**config.mk**
```make
export PLATFORM = sky130hd
export DESIGN_NAME = rgi_interlock
export DESIGN_NICKNAME = d
export VERILOG_FILES = /design/src/rtl/rgi_pkg.sv /design/src/rtl/rgi_thresh.sv /design/src/rtl/rgi_interlock.sv
export SDC_FILE = /design/constraint.sdc
export NUM_CORES = 1
export LEC_CHECK = 0
export BUFFER_PORTS_ARGS = -buffer_cell sky130_fd_sc_hd__buf_4
export CORE_MARGIN = 2
export CORE_UTILIZATION = 41
export CTS_CLUSTER_DIAMETER = 150
export DETAILED_ROUTE_END_ITERATION = 10
export PLACE_DENSITY = 0.89
export SYNTH_ARGS = -nofsm -noshare
export SYNTH_HDL_FRONTEND = slang
export SYNTH_SLANG_ARGS = --single-unit
```
**constraint.sdc**
```tcl
create_clock -name ref_clk_i -period 2.4 [get_ports ref_clk_i]
set_clock_uncertainty 0.1 [all_clocks]
set_input_delay 0.12 -clock ref_clk_i [delete_from_list [all_inputs] [get_ports ref_clk_i]]
set_output_delay 0.12 -clock ref_clk_i [all_outputs]
set_load 0.02 [all_outputs]
```
**src/rtl/rgi_pkg.sv**
```systemverilog
// package of shared types and constants for the rod group interlock
package rgi_pkg;
    localparam int NUM_GROUPS = 8;
    localparam int NUM_SAFETY = 4;
    localparam int NUM_REG = 3;
    localparam int POS_W = 8;
    // position thresholds in percent of full withdrawal
    localparam int LOW_PCT = 25;
    localparam int HIGH_PCT = 75;
    localparam logic [POS_W-1:0] POS_FULL = 8'hff;
    localparam logic [POS_W-1:0] LOW_THRESH = POS_W'((LOW_PCT * 255) / 100);
    localparam logic [POS_W-1:0] HIGH_THRESH = POS_W'((HIGH_PCT * 255) / 100);
    // group indices, zero based (group 1 at index 0)
    localparam int REG_FIRST = 4;
    localparam int SHAPING_IDX = 7;
    localparam logic [NUM_GROUPS-1:0] SAFETY_MASK = 8'h0f;
    localparam logic [NUM_GROUPS-1:0] AUTO_MASK = 8'h70;
    localparam logic [NUM_GROUPS-1:0] RST_GROUPS = 8'h00;

    typedef enum logic [1:0] {
        RGI_MODE_MANUAL,
        RGI_MODE_AUTO,
        RGI_MODE_BYPASS
    } rgi_mode_t;

    typedef struct packed {
        logic prot_inhibit;
        logic sup_inhibit;
        logic flux_out_inhibit;
    } rgi_inhibit_t;

    typedef struct packed {
        logic [1:0] low_voltage_release_feed;
        logic [1:0] thyristor_gate_feed;
        logic [1:0] holding_feed;
    } rgi_trip_t;

    typedef struct packed {
        logic [NUM_GROUPS-1:0] insert;
        logic [NUM_GROUPS-1:0] withdraw;
    } rgi_cmd_t;
endpackage

```
**src/rtl/rgi_thresh.sv**
```systemverilog
// threshold detectors (25 percent, 75 percent, full out) on one averaged regulating group position
`timescale 1ns/1ps
module rgi_thresh #(
    parameter int POS_W = rgi_pkg::POS_W
) (
    input wire logic ref_clk_i,
    input wire logic rst_n_i,
    input wire logic [POS_W-1:0] avg_pos_i,
    output logic above_low_o,
    output logic above_high_o,
    output logic full_out_o
);
    always_ff @(posedge ref_clk_i or negedge rst_n_i) begin
        if (!rst_n_i) begin
            above_low_o <= 1'b0;
            above_high_o <= 1'b0;
            full_out_o <= 1'b0;
        end else begin
            above_low_o <= (avg_pos_i >= rgi_pkg::LOW_THRESH);
            above_high_o <= (avg_pos_i >= rgi_pkg::HIGH_THRESH);
            full_out_o <= (avg_pos_i == rgi_pkg::POS_FULL);
        end
    end
endmodule

```
**src/rtl/rgi_interlock.sv**
```systemverilog
// rod group sequence interlock: mode, enables, command gating, trips
`timescale 1ns/1ps
module rgi_interlock #(
    parameter int NUM_GROUPS = rgi_pkg::NUM_GROUPS,
    parameter int POS_W = rgi_pkg::POS_W
) (
    input wire logic ref_clk_i,
    input wire logic rst_n_i,
    input wire logic auto_req_i,
    input wire logic bypass_req_i,
    input wire logic [NUM_GROUPS-1:0] group_sel_i,
    input wire logic single_rod_sel_i,
    input wire logic aux_transfer_done_i,
    input wire rgi_pkg::rgi_cmd_t manual_cmd_i,
    input wire rgi_pkg::rgi_cmd_t auto_cmd_i,
    input wire rgi_pkg::rgi_inhibit_t inhibit_i,
    input wire rgi_pkg::rgi_trip_t trip_i,
    input wire logic [rgi_pkg::NUM_REG*POS_W-1:0] reg_avg_pos_i,
    input wire logic [NUM_GROUPS-1:0] safety_withdrawn_i,
    input wire logic pos_src_rel_i,
    input wire logic [POS_W-1:0] abs_pos_i,
    input wire logic [POS_W-1:0] rel_pos_i,
    input wire logic [NUM_GROUPS-1:0] limit_in_i,
    input wire logic [NUM_GROUPS-1:0] limit_out_i,
    output rgi_pkg::rgi_cmd_t drive_cmd_o,
    output rgi_pkg::rgi_mode_t mode_o,
    output logic [NUM_GROUPS-1:0] group_enable_o,
    output logic [NUM_GROUPS-1:0] under_control_o,
    output logic out_of_seq_ind_o,
    output logic select_reject_o,
    output logic [POS_W-1:0] pos_ind_o,
    output logic [NUM_GROUPS-1:0] full_in_ind_o,
    output logic [NUM_GROUPS-1:0] full_out_ind_o,
    output logic ac_feed_power_o,
    output logic dc_power_o
);
    localparam int NR = rgi_pkg::NUM_REG;
    localparam int RF = rgi_pkg::REG_FIRST;

    // more than one bit set
    function automatic logic multi_hot(input logic [NUM_GROUPS-1:0] v);
        return (v & (v - NUM_GROUPS'(1))) != '0;
    endfunction

    // true only when the moving set is one adjacent pair whose overlap window is open
    function automatic logic pair_allowed(input logic [NR-1:0] moving,
                                          input logic [NR-2:0] window);
        logic ok;
        ok = 1'b0;
        for (int k = 0; k < NR - 1; k++) begin
            if (moving == (NR'(3) << k)) begin
                ok = window[k];
            end
        end
        return ok;
    endfunction

    rgi_pkg::rgi_mode_t mode_r;
    rgi_pkg::rgi_mode_t mode_nxt;
    logic [NR-1:0] above_low;
    logic [NR-1:0] above_high;
    logic [NR-1:0] full_out;
    logic mode_lock;
    logic trip_active;
    logic [NUM_GROUPS-1:0] reg_en;
    logic [NUM_GROUPS-1:0] sel_valid;
    logic safety_all_out;
    logic sel_multi;
    logic single_refused;
    logic ac_trip;
    logic dc_trip;
    logic [NR-1:0] reg_move;
    logic [NR-2:0] pair_window;
    rgi_pkg::rgi_cmd_t gated;

    genvar g;
    generate
        for (g = 0; g < NR; g++) begin : g_thr
            rgi_thresh #(.POS_W(POS_W)) u_thr (
                .ref_clk_i(ref_clk_i),
                .rst_n_i(rst_n_i),
                .avg_pos_i(reg_avg_pos_i[g*POS_W +: POS_W]),
                .above_low_o(above_low[g]),
                .above_high_o(above_high[g]),
                .full_out_o(full_out[g])
            );
        end
    endgenerate

    // overlap windows, one per adjacent regulating pair: leader past 75 percent,
    // follower still inside its first quarter
    generate
        for (g = 0; g < NR - 1; g++) begin : g_pair
            assign pair_window[g] = above_high[g] & ~above_low[g+1];
        end
    endgenerate

    // mode selection; a protection or supervisory inhibit freezes the current mode
    assign mode_lock = inhibit_i.prot_inhibit | inhibit_i.sup_inhibit;
    always_comb begin
        mode_nxt = rgi_pkg::RGI_MODE_MANUAL;
        if (auto_req_i) begin
            mode_nxt = rgi_pkg::RGI_MODE_AUTO;
        end else if (bypass_req_i) begin
            mode_nxt = rgi_pkg::RGI_MODE_BYPASS;
        end
    end

    always_ff @(posedge ref_clk_i or negedge rst_n_i) begin
        if (!rst_n_i) begin
            mode_r <= rgi_pkg::RGI_MODE_MANUAL;
        end else if (!mode_lock) begin
            mode_r <= mode_nxt;
        end
    end

    // sequence enables: next group only once the previous passed 75 percent on withdraw,
    // and a group stays enabled while its own position is past 25 percent and short of full out
    assign safety_all_out = &safety_withdrawn_i[rgi_pkg::NUM_SAFETY-1:0];
    always_comb begin
        reg_en = '0;
        for (int i = 0; i < NR; i++) begin
            if (i == 0) begin
                reg_en[RF+i] = safety_all_out;
            end else begin
                reg_en[RF+i] = safety_all_out & above_high[i-1];
            end
            // a group that has started moving keeps its enable to allow insertion
            if (above_low[i] & ~full_out[i]) begin
                reg_en[RF+i] = reg_en[RF+i] | safety_all_out;
            end
        end
    end

    // one group selected at a time; a safety group also needs aux transfer
    assign sel_multi = multi_hot(group_sel_i);
    // single rod control stays with the operator, so it is refused while the controller rules
    assign single_refused = single_rod_sel_i & (mode_r == rgi_pkg::RGI_MODE_AUTO);
    always_comb begin
        sel_valid = '0;
        if (!sel_multi) begin
            sel_valid = group_sel_i;
            sel_valid = sel_valid & ~(rgi_pkg::SAFETY_MASK & {NUM_GROUPS{~aux_transfer_done_i}});
        end
    end

    // feeds run in parallel, so a method acts only once both of its feeds are gone
    assign ac_trip = (trip_i.low_voltage_release_feed == 2'b00);
    assign dc_trip = (trip_i.thyristor_gate_feed == 2'b00)
        && (trip_i.holding_feed == 2'b00);
    assign trip_active = ac_trip | dc_trip;

    // command gating, combinational ahead of the output register
    always_comb begin
        gated.insert = '0;
        gated.withdraw = '0;
        case (mode_r)
            rgi_pkg::RGI_MODE_AUTO: begin
                // auto acts only on 5-7; the shaping group stays manual and safety groups get no command
                gated.insert = auto_cmd_i.insert & rgi_pkg::AUTO_MASK & reg_en;
                gated.withdraw = auto_cmd_i.withdraw & rgi_pkg::AUTO_MASK & reg_en;
                gated.insert[rgi_pkg::SHAPING_IDX] = manual_cmd_i.insert[rgi_pkg::SHAPING_IDX]
                    & group_sel_i[rgi_pkg::SHAPING_IDX] & ~sel_multi & ~single_refused;
                gated.withdraw[rgi_pkg::SHAPING_IDX] =
                    manual_cmd_i.withdraw[rgi_pkg::SHAPING_IDX]
                    & group_sel_i[rgi_pkg::SHAPING_IDX] & ~sel_multi & ~single_refused;
            end
            rgi_pkg::RGI_MODE_MANUAL: begin
                gated.insert = manual_cmd_i.insert & sel_valid
                    & (reg_en | ~rgi_pkg::AUTO_MASK);
                gated.withdraw = manual_cmd_i.withdraw & sel_valid
                    & (reg_en | ~rgi_pkg::AUTO_MASK);
            end
            rgi_pkg::RGI_MODE_BYPASS: begin
                // sequence enables skipped, still a single group only
                gated.insert = manual_cmd_i.insert & sel_valid;
                gated.withdraw = manual_cmd_i.withdraw & sel_valid;
            end
            default: begin
                gated.insert = '0;
                gated.withdraw = '0;
            end
        endcase
        // sequence fault monitor: three groups, or a pair outside its overlap window, never
        // reach the drives; bypass is the operator's deliberate way around it
        reg_move = gated.insert[RF +: NR] | gated.withdraw[RF +: NR];
        if (mode_r != rgi_pkg::RGI_MODE_BYPASS && multi_hot(NUM_GROUPS'(reg_move))
            && !pair_allowed(reg_move, pair_window)) begin
            gated.insert[RF +: NR] = '0;
            gated.withdraw[RF +: NR] = '0;
        end
        if (inhibit_i.flux_out_inhibit) begin
            gated.withdraw = '0;
        end
        if (mode_lock || trip_active) begin
            gated.insert = '0;
            gated.withdraw = '0;
        end
    end

    // output registers: commands and status
    always_ff @(posedge ref_clk_i or negedge rst_n_i) begin
        if (!rst_n_i) begin
            drive_cmd_o <= '0;
            group_enable_o <= rgi_pkg::RST_GROUPS;
            under_control_o <= rgi_pkg::RST_GROUPS;
            mode_o <= rgi_pkg::RGI_MODE_MANUAL;
        end else begin
            drive_cmd_o <= gated;
            group_enable_o <= reg_en;
            under_control_o <= (mode_r == rgi_pkg::RGI_MODE_AUTO)
                ? (rgi_pkg::AUTO_MASK & reg_en) : sel_valid;
            mode_o <= mode_r;
        end
    end

    always_ff @(posedge ref_clk_i or negedge rst_n_i) begin
        if (!rst_n_i) begin
            out_of_seq_ind_o <= 1'b0;
            select_reject_o <= 1'b0;
        end else begin
            out_of_seq_ind_o <= (mode_r == rgi_pkg::RGI_MODE_BYPASS);
            select_reject_o <= sel_multi | single_refused;
        end
    end

    // indication path
    always_ff @(posedge ref_clk_i or negedge rst_n_i) begin
        if (!rst_n_i) begin
            pos_ind_o <= '0;
            full_in_ind_o <= '0;
            full_out_ind_o <= '0;
        end else begin
            pos_ind_o <= pos_src_rel_i ? rel_pos_i : abs_pos_i;
            full_in_ind_o <= limit_in_i;
            full_out_ind_o <= limit_out_i;
        end
    end

    // trip outputs; the shaping supply shares the same feeds as the others
    always_ff @(posedge ref_clk_i or negedge rst_n_i) begin
        if (!rst_n_i) begin
            ac_feed_power_o <= 1'b0;
            dc_power_o <= 1'b0;
        end else begin
            ac_feed_power_o <= ~ac_trip;
            dc_power_o <= ~dc_trip;
        end
    end
endmodule

```
# After elaboration in Yosys (flattened, before gate mapping)
# Index checks and enable logic that the tools add are counted.
word_totals:
  regBits: 65
  out_inout_bits: 62
  elab_cells: 96
classes:
  n_addsub: 2
  order_cmp: 4
  n_eq_ne: 7
  mux: 14
  bitwise_logic: 38
  n_reduce_logical: 12
ops:
  columns: ["cell", "count"]
  rows:
  - ["AND 8 bit", 6]
  - ["one-hot mux 16 bit (3 select lines)", 1]
  - ["two-way mux 8 bit", 4]
  - ["== test 8 bit, second input constant", 2]
  - ["greater-or-equal comparator 8 x 6 -> 1 bit, second input constant", 2]
  - ["greater-or-equal comparator 8 bit, second input constant", 2]
  - ["two-way mux 16 bit", 1]
  - ["nonzero test 8 bit", 2]
  - ["AND 7 bit", 2]
  - ["AND 1 bit", 13]
  - ["inverter 1 bit", 9]
  - ["AND 3 x 8 -> 8 bit", 1]
  - ["zero test 2 bit", 4]
  - ["inverter 4 -> 8 bit", 1]
  - ["subtractor 8 x 1 -> 8 bit, second input constant", 1]
  - ["two-way mux 3 bit", 2]
  - ["bitwise OR 1 bit", 5]
  - ["two-way mux 1 bit", 4]
  - ["two-way mux 2 bit", 2]
  - ["AND reduction 4 bit", 1]
  - ["subtractor 3 x 1 -> 4 bit, second input constant", 1]
  - ["== test 3 x 2 -> 1 bit, second input constant", 1]
  - ["== test 3 bit, second input constant", 1]
  - ["logical AND 1 bit", 3]
  - ["6 further kinds", 6]

# Depth between registers and ports, before layout
depth:
  word_depth: 16
  depth_mapped: 7

# By module
# From an unflattened synthesis, not the netlist that was laid out.
hier_totals:
  cells_unflattened: 213
  area_unflattened_um2: 2603.7
by_module_without_submodules:
  columns: ["module", "n_inst", "cells_per_inst", "area_each_um2", "seq_area_each_um2"]
  rows:
  - ["rgi_interlock", 1, 180, 2265.9, 1476.4]
  - ["rgi_thresh", 3, 11, 112.6, 75.1]

# Least setup slack after synthesis
# Ideal clock, no wire load.
synth_timing:
  path_kind: "flip-flop to flip-flop"
  startpoint: "register mode_r[1]"
  endpoint: "register drive_cmd_o[6] (netlist name)"
  t_arrival_ps: 1719
  required_time_ps: 2174
  path_slack_ps: 455
  path_stages_with_launch: 8
  path_buffers: 1
  path_cell_list: "dfrtp_1 nor2b_1 clkbuf_1 a32oi_1 a211oi_1 o211ai_1 a22oi_2 nor3_1"
synth_lines:
  columns: ["item", "line_no", "text"]
  rows:
  - ["start: declaration", "rgi_interlock.sv:58", "rgi_pkg::rgi_mode_t mode_r;"]
  - ["start signal: assignment", "rgi_interlock.sv:111", "mode_r <= rgi_pkg::RGI_MODE_MANUAL;"]
  - ["start signal: assignment", "rgi_interlock.sv:113", "mode_r <= mode_nxt;"]
  - ["end signal: assignment", "rgi_interlock.sv:209", "drive_cmd_o <= gated;"]
  - ["end: declaration", "rgi_interlock.sv:25", "output rgi_pkg::rgi_cmd_t drive_cmd_o,"]

==> impl_results.rst <==
.. list-table::
   :header-rows: 1

   * - Metric
     - Value
   * - Maximum buffer depth of the clock tree
     - 2
   * - Final routed wire length divided by cell count
     - 23.38 µm
   * - Height of the chip
     - 83.40 µm
   * - Count of unresolved DRC violations after routing
     - 0
   * - Weighted congestion reported at the end of routability-driven placement
     - 0.8728
   * - Maximum net fanout on the critical path
     - 2
   * - Cell at the root of the clock tree
     - sky130_fd_sc_hd__clkbuf_8
   * - Max-Cap Viols
     - 0
   * - CTS Sinks
     - 65
   * - Terminus of the critical flop-to-flop path
     - drive_cmd_o[4]$_DFF_PN0_
   * - Number of flops mapped to enable cells by yosys
     - 0
   * - CTS Buf Count
     - 9
   * - RSZ-0062 raised after global routing
     - true
   * - Leading post-synthesis cells by cell area
     - sky130_fd_sc_hd__dfrtp_1 (63%), sky130_fd_sc_hd__mux2_2 (3.9%), sky130_fd_sc_hd__and3_1 (2.4%), sky130_fd_sc_hd__nand2_1 (2.2%), sky130_fd_sc_hd__nor2_1 (2.2%)
   * - Final-report hold violation count
     - 0
   * - Startpoint of the most critical register-to-register path
     - mode_r[1]$_DFFE_PN0N_
   * - Cell Pwr Density
     - 567.4 nW/µm²
   * - Failing checks
     - setup timing
   * - CTS tree
     - done
   * - Clock latency of the later-clocked register in the worst-skew pair
     - approximately 0.34 ns
   * - Arrival @ worst endpoint
     - about 2.7 ns
   * - Estimated wirelength of the detail-placed design
     - between 5 and 6 mm
   * - Final antenna-violating net count
     - 0
   * - Number of cells traversed by the worst register-to-register path
     - 7
   * - Share of the synthesized area in the top cell type
     - 62.92%
   * - Router iterations before antenna repair
     - 5
   * - Startpoint class of the critical path
     - register
   * - Violation count after the first detailed-routing iteration
     - 424
   * - Req. time, crit path
     - 2.52 ns
   * - Hold path endpoint
     - drive_cmd_o[8]$_DFF_PN0_
   * - Slack of the critical path
     - -0.2040 ns
   * - Clock transition at path regs
     - 0.08 ns
   * - Hold path depth
     - 2
   * - Max-slew violations
     - 0
   * - Area Growth Syn to Fin
     - 92.98%
   * - Core Area
     - 5991 µm²
   * - Wire length of the first global-routing pass
     - about 17 mm
   * - Unique cell type count in the Yosys netlist
     - 45
   * - Cell accounting for the most synthesized area
     - sky130_fd_sc_hd__dfrtp_1
   * - Hold path startpoint
     - group_sel_i[0]
   * - Final-stage net count
     - 589
   * - H-tree levels
     - 3
   * - Initial antenna violation count
     - 1
   * - I/O Pins
     - 182
   * - Slew at the pin with the worst max-slew slack
     - roughly 0.83 ns
   * - Cell area after synthesis
     - 2585 µm²
   * - Prevailing post-synth register cell
     - sky130_fd_sc_hd__dfrtp_1
   * - Initial core utilization
     - 43.15%
   * - Max rail drop VDD
     - 481.2 µV
   * - Remaining global-route overflow
     - 0
   * - Post-synthesis area per instance
     - 12.02 µm²
   * - Horizontal extent of the die
     - 83.40 µm
   * - Share of synthesized area occupied by flip-flops and latches
     - 62.92%
   * - Worst setup EP type
     - register
   * - Final critical path time including I/O delays and setup
     - between 2 and 3 ns
   * - Count of placed standard cells including taps
     - 449
   * - Status
     - finished, violations left
   * - Total of buffers placed on input and output ports
     - 162
   * - Final worst path period share
     - 108.5%
   * - Number of inserted diodes
     - 0
   * - Non-filler cells in the finished layout
     - 548
   * - Wire length reported by the detailed router
     - 12.81 mm
   * - Achievable Freq
     - around 380 MHz
   * - Area of the die
     - 6956 µm²
   * - Pin count of the biggest net entering global routing
     - 66
   * - Leakage power of the design
     - 2.529 nW
   * - Worst slew margin relative to its limit
     - 44.64%
   * - Post-route setup TNS
     - -0.4520 ns
   * - Proportion of layout cells with a drive suffix above 1
     - roughly 44%
   * - Asr flop ratio synth
     - between 90% and 100%
   * - Number of global-route vias before repair
     - 3,204
   * - Count of standard-cell rows
     - 28
   * - Count of final setup violators
     - 6
   * - Setup CP Type
     - reg2reg
   * - Synthesized flop and latch total
     - 65
   * - Class of the most critical hold timing path
     - in2reg
   * - Number of warnings printed during yosys synthesis
     - 0
   * - Total number of vias
     - 3,181
   * - Setup slack on the worst flop-to-flop path
     - -0.20 ns
   * - Gate count of the mapped netlist
     - 215
   * - GRT Overall Usage
     - between 30% and 40%
   * - Vias per cell
     - ~5.8
## logic make-up after synthesis
| kind of cell | share of synthesized area, % |
|---|---|
| and+or+nand+nor | 18.05 |
| buffers and inverters | 4.066 |
| muxes | 3.921 |
| other | 0.1451 |
| DFF | 62.92 |
| AOI/OAI and AO/OA | 10.89 |
## timing repair
| action | in CTS | in global routing |
|---|---|---|
| gates resized for setup | 0 | 10 |
| setup endpoints to repair | 0 | 8 |
| buffers inserted | 0 | 3 |
| endpoints found under the hold margin | 122 | 0 |
| hold buffers | 81 | 0 |
## layout by cell type (no fill, tap or decap), types with 2 or more instances in the layout
cell | Yosys | routed
sky130_fd_sc_hd__and3_1 | 10 | 10
sky130_fd_sc_hd__nor4_4 | 1 | 2
sky130_fd_sc_hd__a21o_1 | 3 | 3
sky130_fd_sc_hd__o2111ai_1 | 3 | 3
sky130_fd_sc_hd__nor3_1 | 4 | 4
sky130_fd_sc_hd__a21oi_1 | 3 | 3
sky130_fd_sc_hd__inv_1 | 11 | 10
sky130_fd_sc_hd__nor3b_1 | 2 | 2
sky130_fd_sc_hd__a22o_1 | 2 | 2
sky130_fd_sc_hd__clkbuf_8 | 0 | 12
sky130_fd_sc_hd__conb_1 | 1 | 5
sky130_fd_sc_hd__nand2_1 | 15 | 15
sky130_fd_sc_hd__nor4_1 | 2 | 2
sky130_fd_sc_hd__dfrtp_1 | 65 | 65
sky130_fd_sc_hd__or3_1 | 3 | 3
sky130_fd_sc_hd__nor4b_2 | 2 | 2
sky130_fd_sc_hd__bufinv_16 | 0 | 2
sky130_fd_sc_hd__nand3_1 | 3 | 2
sky130_fd_sc_hd__nand2b_1 | 2 | 2
sky130_fd_sc_hd__o21ai_0 | 8 | 8
sky130_fd_sc_hd__dlygate4sd3_1 | 0 | 80
sky130_fd_sc_hd__a211oi_1 | 3 | 2
sky130_fd_sc_hd__nand4_1 | 4 | 4
sky130_fd_sc_hd__nor2b_1 | 4 | 4
sky130_fd_sc_hd__and2_1 | 2 | 2
sky130_fd_sc_hd__buf_4 | 5 | 168
sky130_fd_sc_hd__nand3b_1 | 3 | 3
sky130_fd_sc_hd__mux2_2 | 9 | 9
sky130_fd_sc_hd__nor2_1 | 15 | 15
sky130_fd_sc_hd__or2_2 | 4 | 4
sky130_fd_sc_hd__a32oi_1 | 4 | 3
sky130_fd_sc_hd__o21a_1 | 3 | 3
## synth_stat cells (2+ instances only)
master	instances
sky130_fd_sc_hd__nor3b_1	2
sky130_fd_sc_hd__buf_4	5
sky130_fd_sc_hd__a211oi_1	3
sky130_fd_sc_hd__nor4_1	2
sky130_fd_sc_hd__nor3_1	4
sky130_fd_sc_hd__clkbuf_2	2
sky130_fd_sc_hd__a22o_1	2
sky130_fd_sc_hd__nor2_1	15
sky130_fd_sc_hd__o21ai_0	8
sky130_fd_sc_hd__or3_1	3
sky130_fd_sc_hd__nand3b_1	3
sky130_fd_sc_hd__nand3_1	3
sky130_fd_sc_hd__nand2_1	15
sky130_fd_sc_hd__o2111ai_1	3
sky130_fd_sc_hd__a21o_1	3
sky130_fd_sc_hd__and2_1	2
sky130_fd_sc_hd__dfrtp_1	65
sky130_fd_sc_hd__nor2b_1	4
sky130_fd_sc_hd__a32oi_1	4
sky130_fd_sc_hd__clkbuf_1	3
sky130_fd_sc_hd__nor4b_2	2
sky130_fd_sc_hd__o21a_1	3
sky130_fd_sc_hd__nand2b_1	2
sky130_fd_sc_hd__nand4_1	4
sky130_fd_sc_hd__inv_1	11
sky130_fd_sc_hd__a21oi_1	3
sky130_fd_sc_hd__and3_1	10
sky130_fd_sc_hd__mux2_2	9
sky130_fd_sc_hd__or2_2	4
## sequential cells by signal, summed over array words and instances (netlist names), 2 cells and up
| signal | flops |
|---|---|
| drive_cmd_o | 16 |
| full_in_ind_o | 8 |
| full_out_ind_o | 8 |
| pos_ind_o | 8 |
| under_control_o | 8 |
| group_enable_o | 3 |
| g_thr.u_thr.above_high_o | 2 |
| g_thr.u_thr.above_low_o | 2 |
| g_thr.u_thr.full_out_o | 2 |
| mode_o | 2 |
| mode_r | 2 |
## routing by layer
| metal | up-vias | track usage (%) | part of all wire (%) |
|---|---|---|---|
| li1 | 1268 | - | - |
| met1 | 1484 | 34.92 | 33 |
| met2 | 331 | 59.53 | 48 |
| met3 | 96 | 9.344 | 11 |
| met4 | 2 | 16.99 | 7.9 |
| met5 | - | 0 | 0.086 |
## cell type report
class | instances | area, µm²
Clock inverter | 2 | 60.06
Timing Repair Buffer | 250 | 2086
Clock buffer | 13 | 168.9
Tap cell | 75 | 93.84
Multi-Input combinational cell | 132 | 908.4
Fill cell | 262 | 1002
Inverter | 11 | 45.04
Sequential cell | 65 | 1627
## metrics by stage
| step | util (%) | setup WS, ns | power, mW | hold slack, ns | instance area, µm² |
|---|---|---|---|---|---|
| 3_3_place_gp | 64.70 | 0.3374 | 1.560 | 0.1296 | 3876 |
| 4_1_cts | 82.06 | 0.02276 | 2.716 | 0.01994 | 4916 |
| 6_report | 83.27 | -0.2040 | 2.831 | 0.03054 | 4989 |
| 5_1_grt | 83.27 | -0.2298 | 2.923 | 0.007406 | 4989 |
| 2_1_floorplan | - | 0.4552 | 1.327 | -0.2756 | 2600 |
| 3_5_place_dp | 64.70 | 0.3106 | 1.574 | 0.1305 | 3876 |
## worst max-delay path by stage
stage                                              start                        end  slack, ns  cells past startpoint
floorplan                          mode_r[1]$_DFFE_PN0N_   drive_cmd_o[6]$_DFF_PN0_       0.46                      7
global placement                          group_sel_i[0]  drive_cmd_o[14]$_DFF_PN0_       0.34                      7
detailed placement                        group_sel_i[0]   drive_cmd_o[6]$_DFF_PN0_       0.31                      7
CTS                                mode_r[1]$_DFFE_PN0N_   drive_cmd_o[4]$_DFF_PN0_       0.02                      8
global route        g_thr[1].u_thr.above_low_o$_DFF_PN0_   drive_cmd_o[4]$_DFF_PN0_      -0.23                      7
finish                             mode_r[1]$_DFFE_PN0N_   drive_cmd_o[4]$_DFF_PN0_      -0.20                      7
## report_power, final
part / switching (mW) / internal, mW
combinational: 0.276 / 0.290
clock: 0.439 / 0.666
sequential: 0.0222 / 1.14
total: 0.737 / 2.09
## worst max-delay path, cell delays in order (launching register included)
cell and delay (ns):
sky130_fd_sc_hd__dfrtp_1 0.39, sky130_fd_sc_hd__nor2b_1 0.23, sky130_fd_sc_hd__o2111ai_1 0.16, sky130_fd_sc_hd__a222oi_1 0.54, sky130_fd_sc_hd__o21ai_0 0.24, sky130_fd_sc_hd__nand2_1 0.17, sky130_fd_sc_hd__a2111oi_2 0.05, sky130_fd_sc_hd__dlygate4sd3_1 0.60
Note: power is estimated with default switching activity, not from simulation.
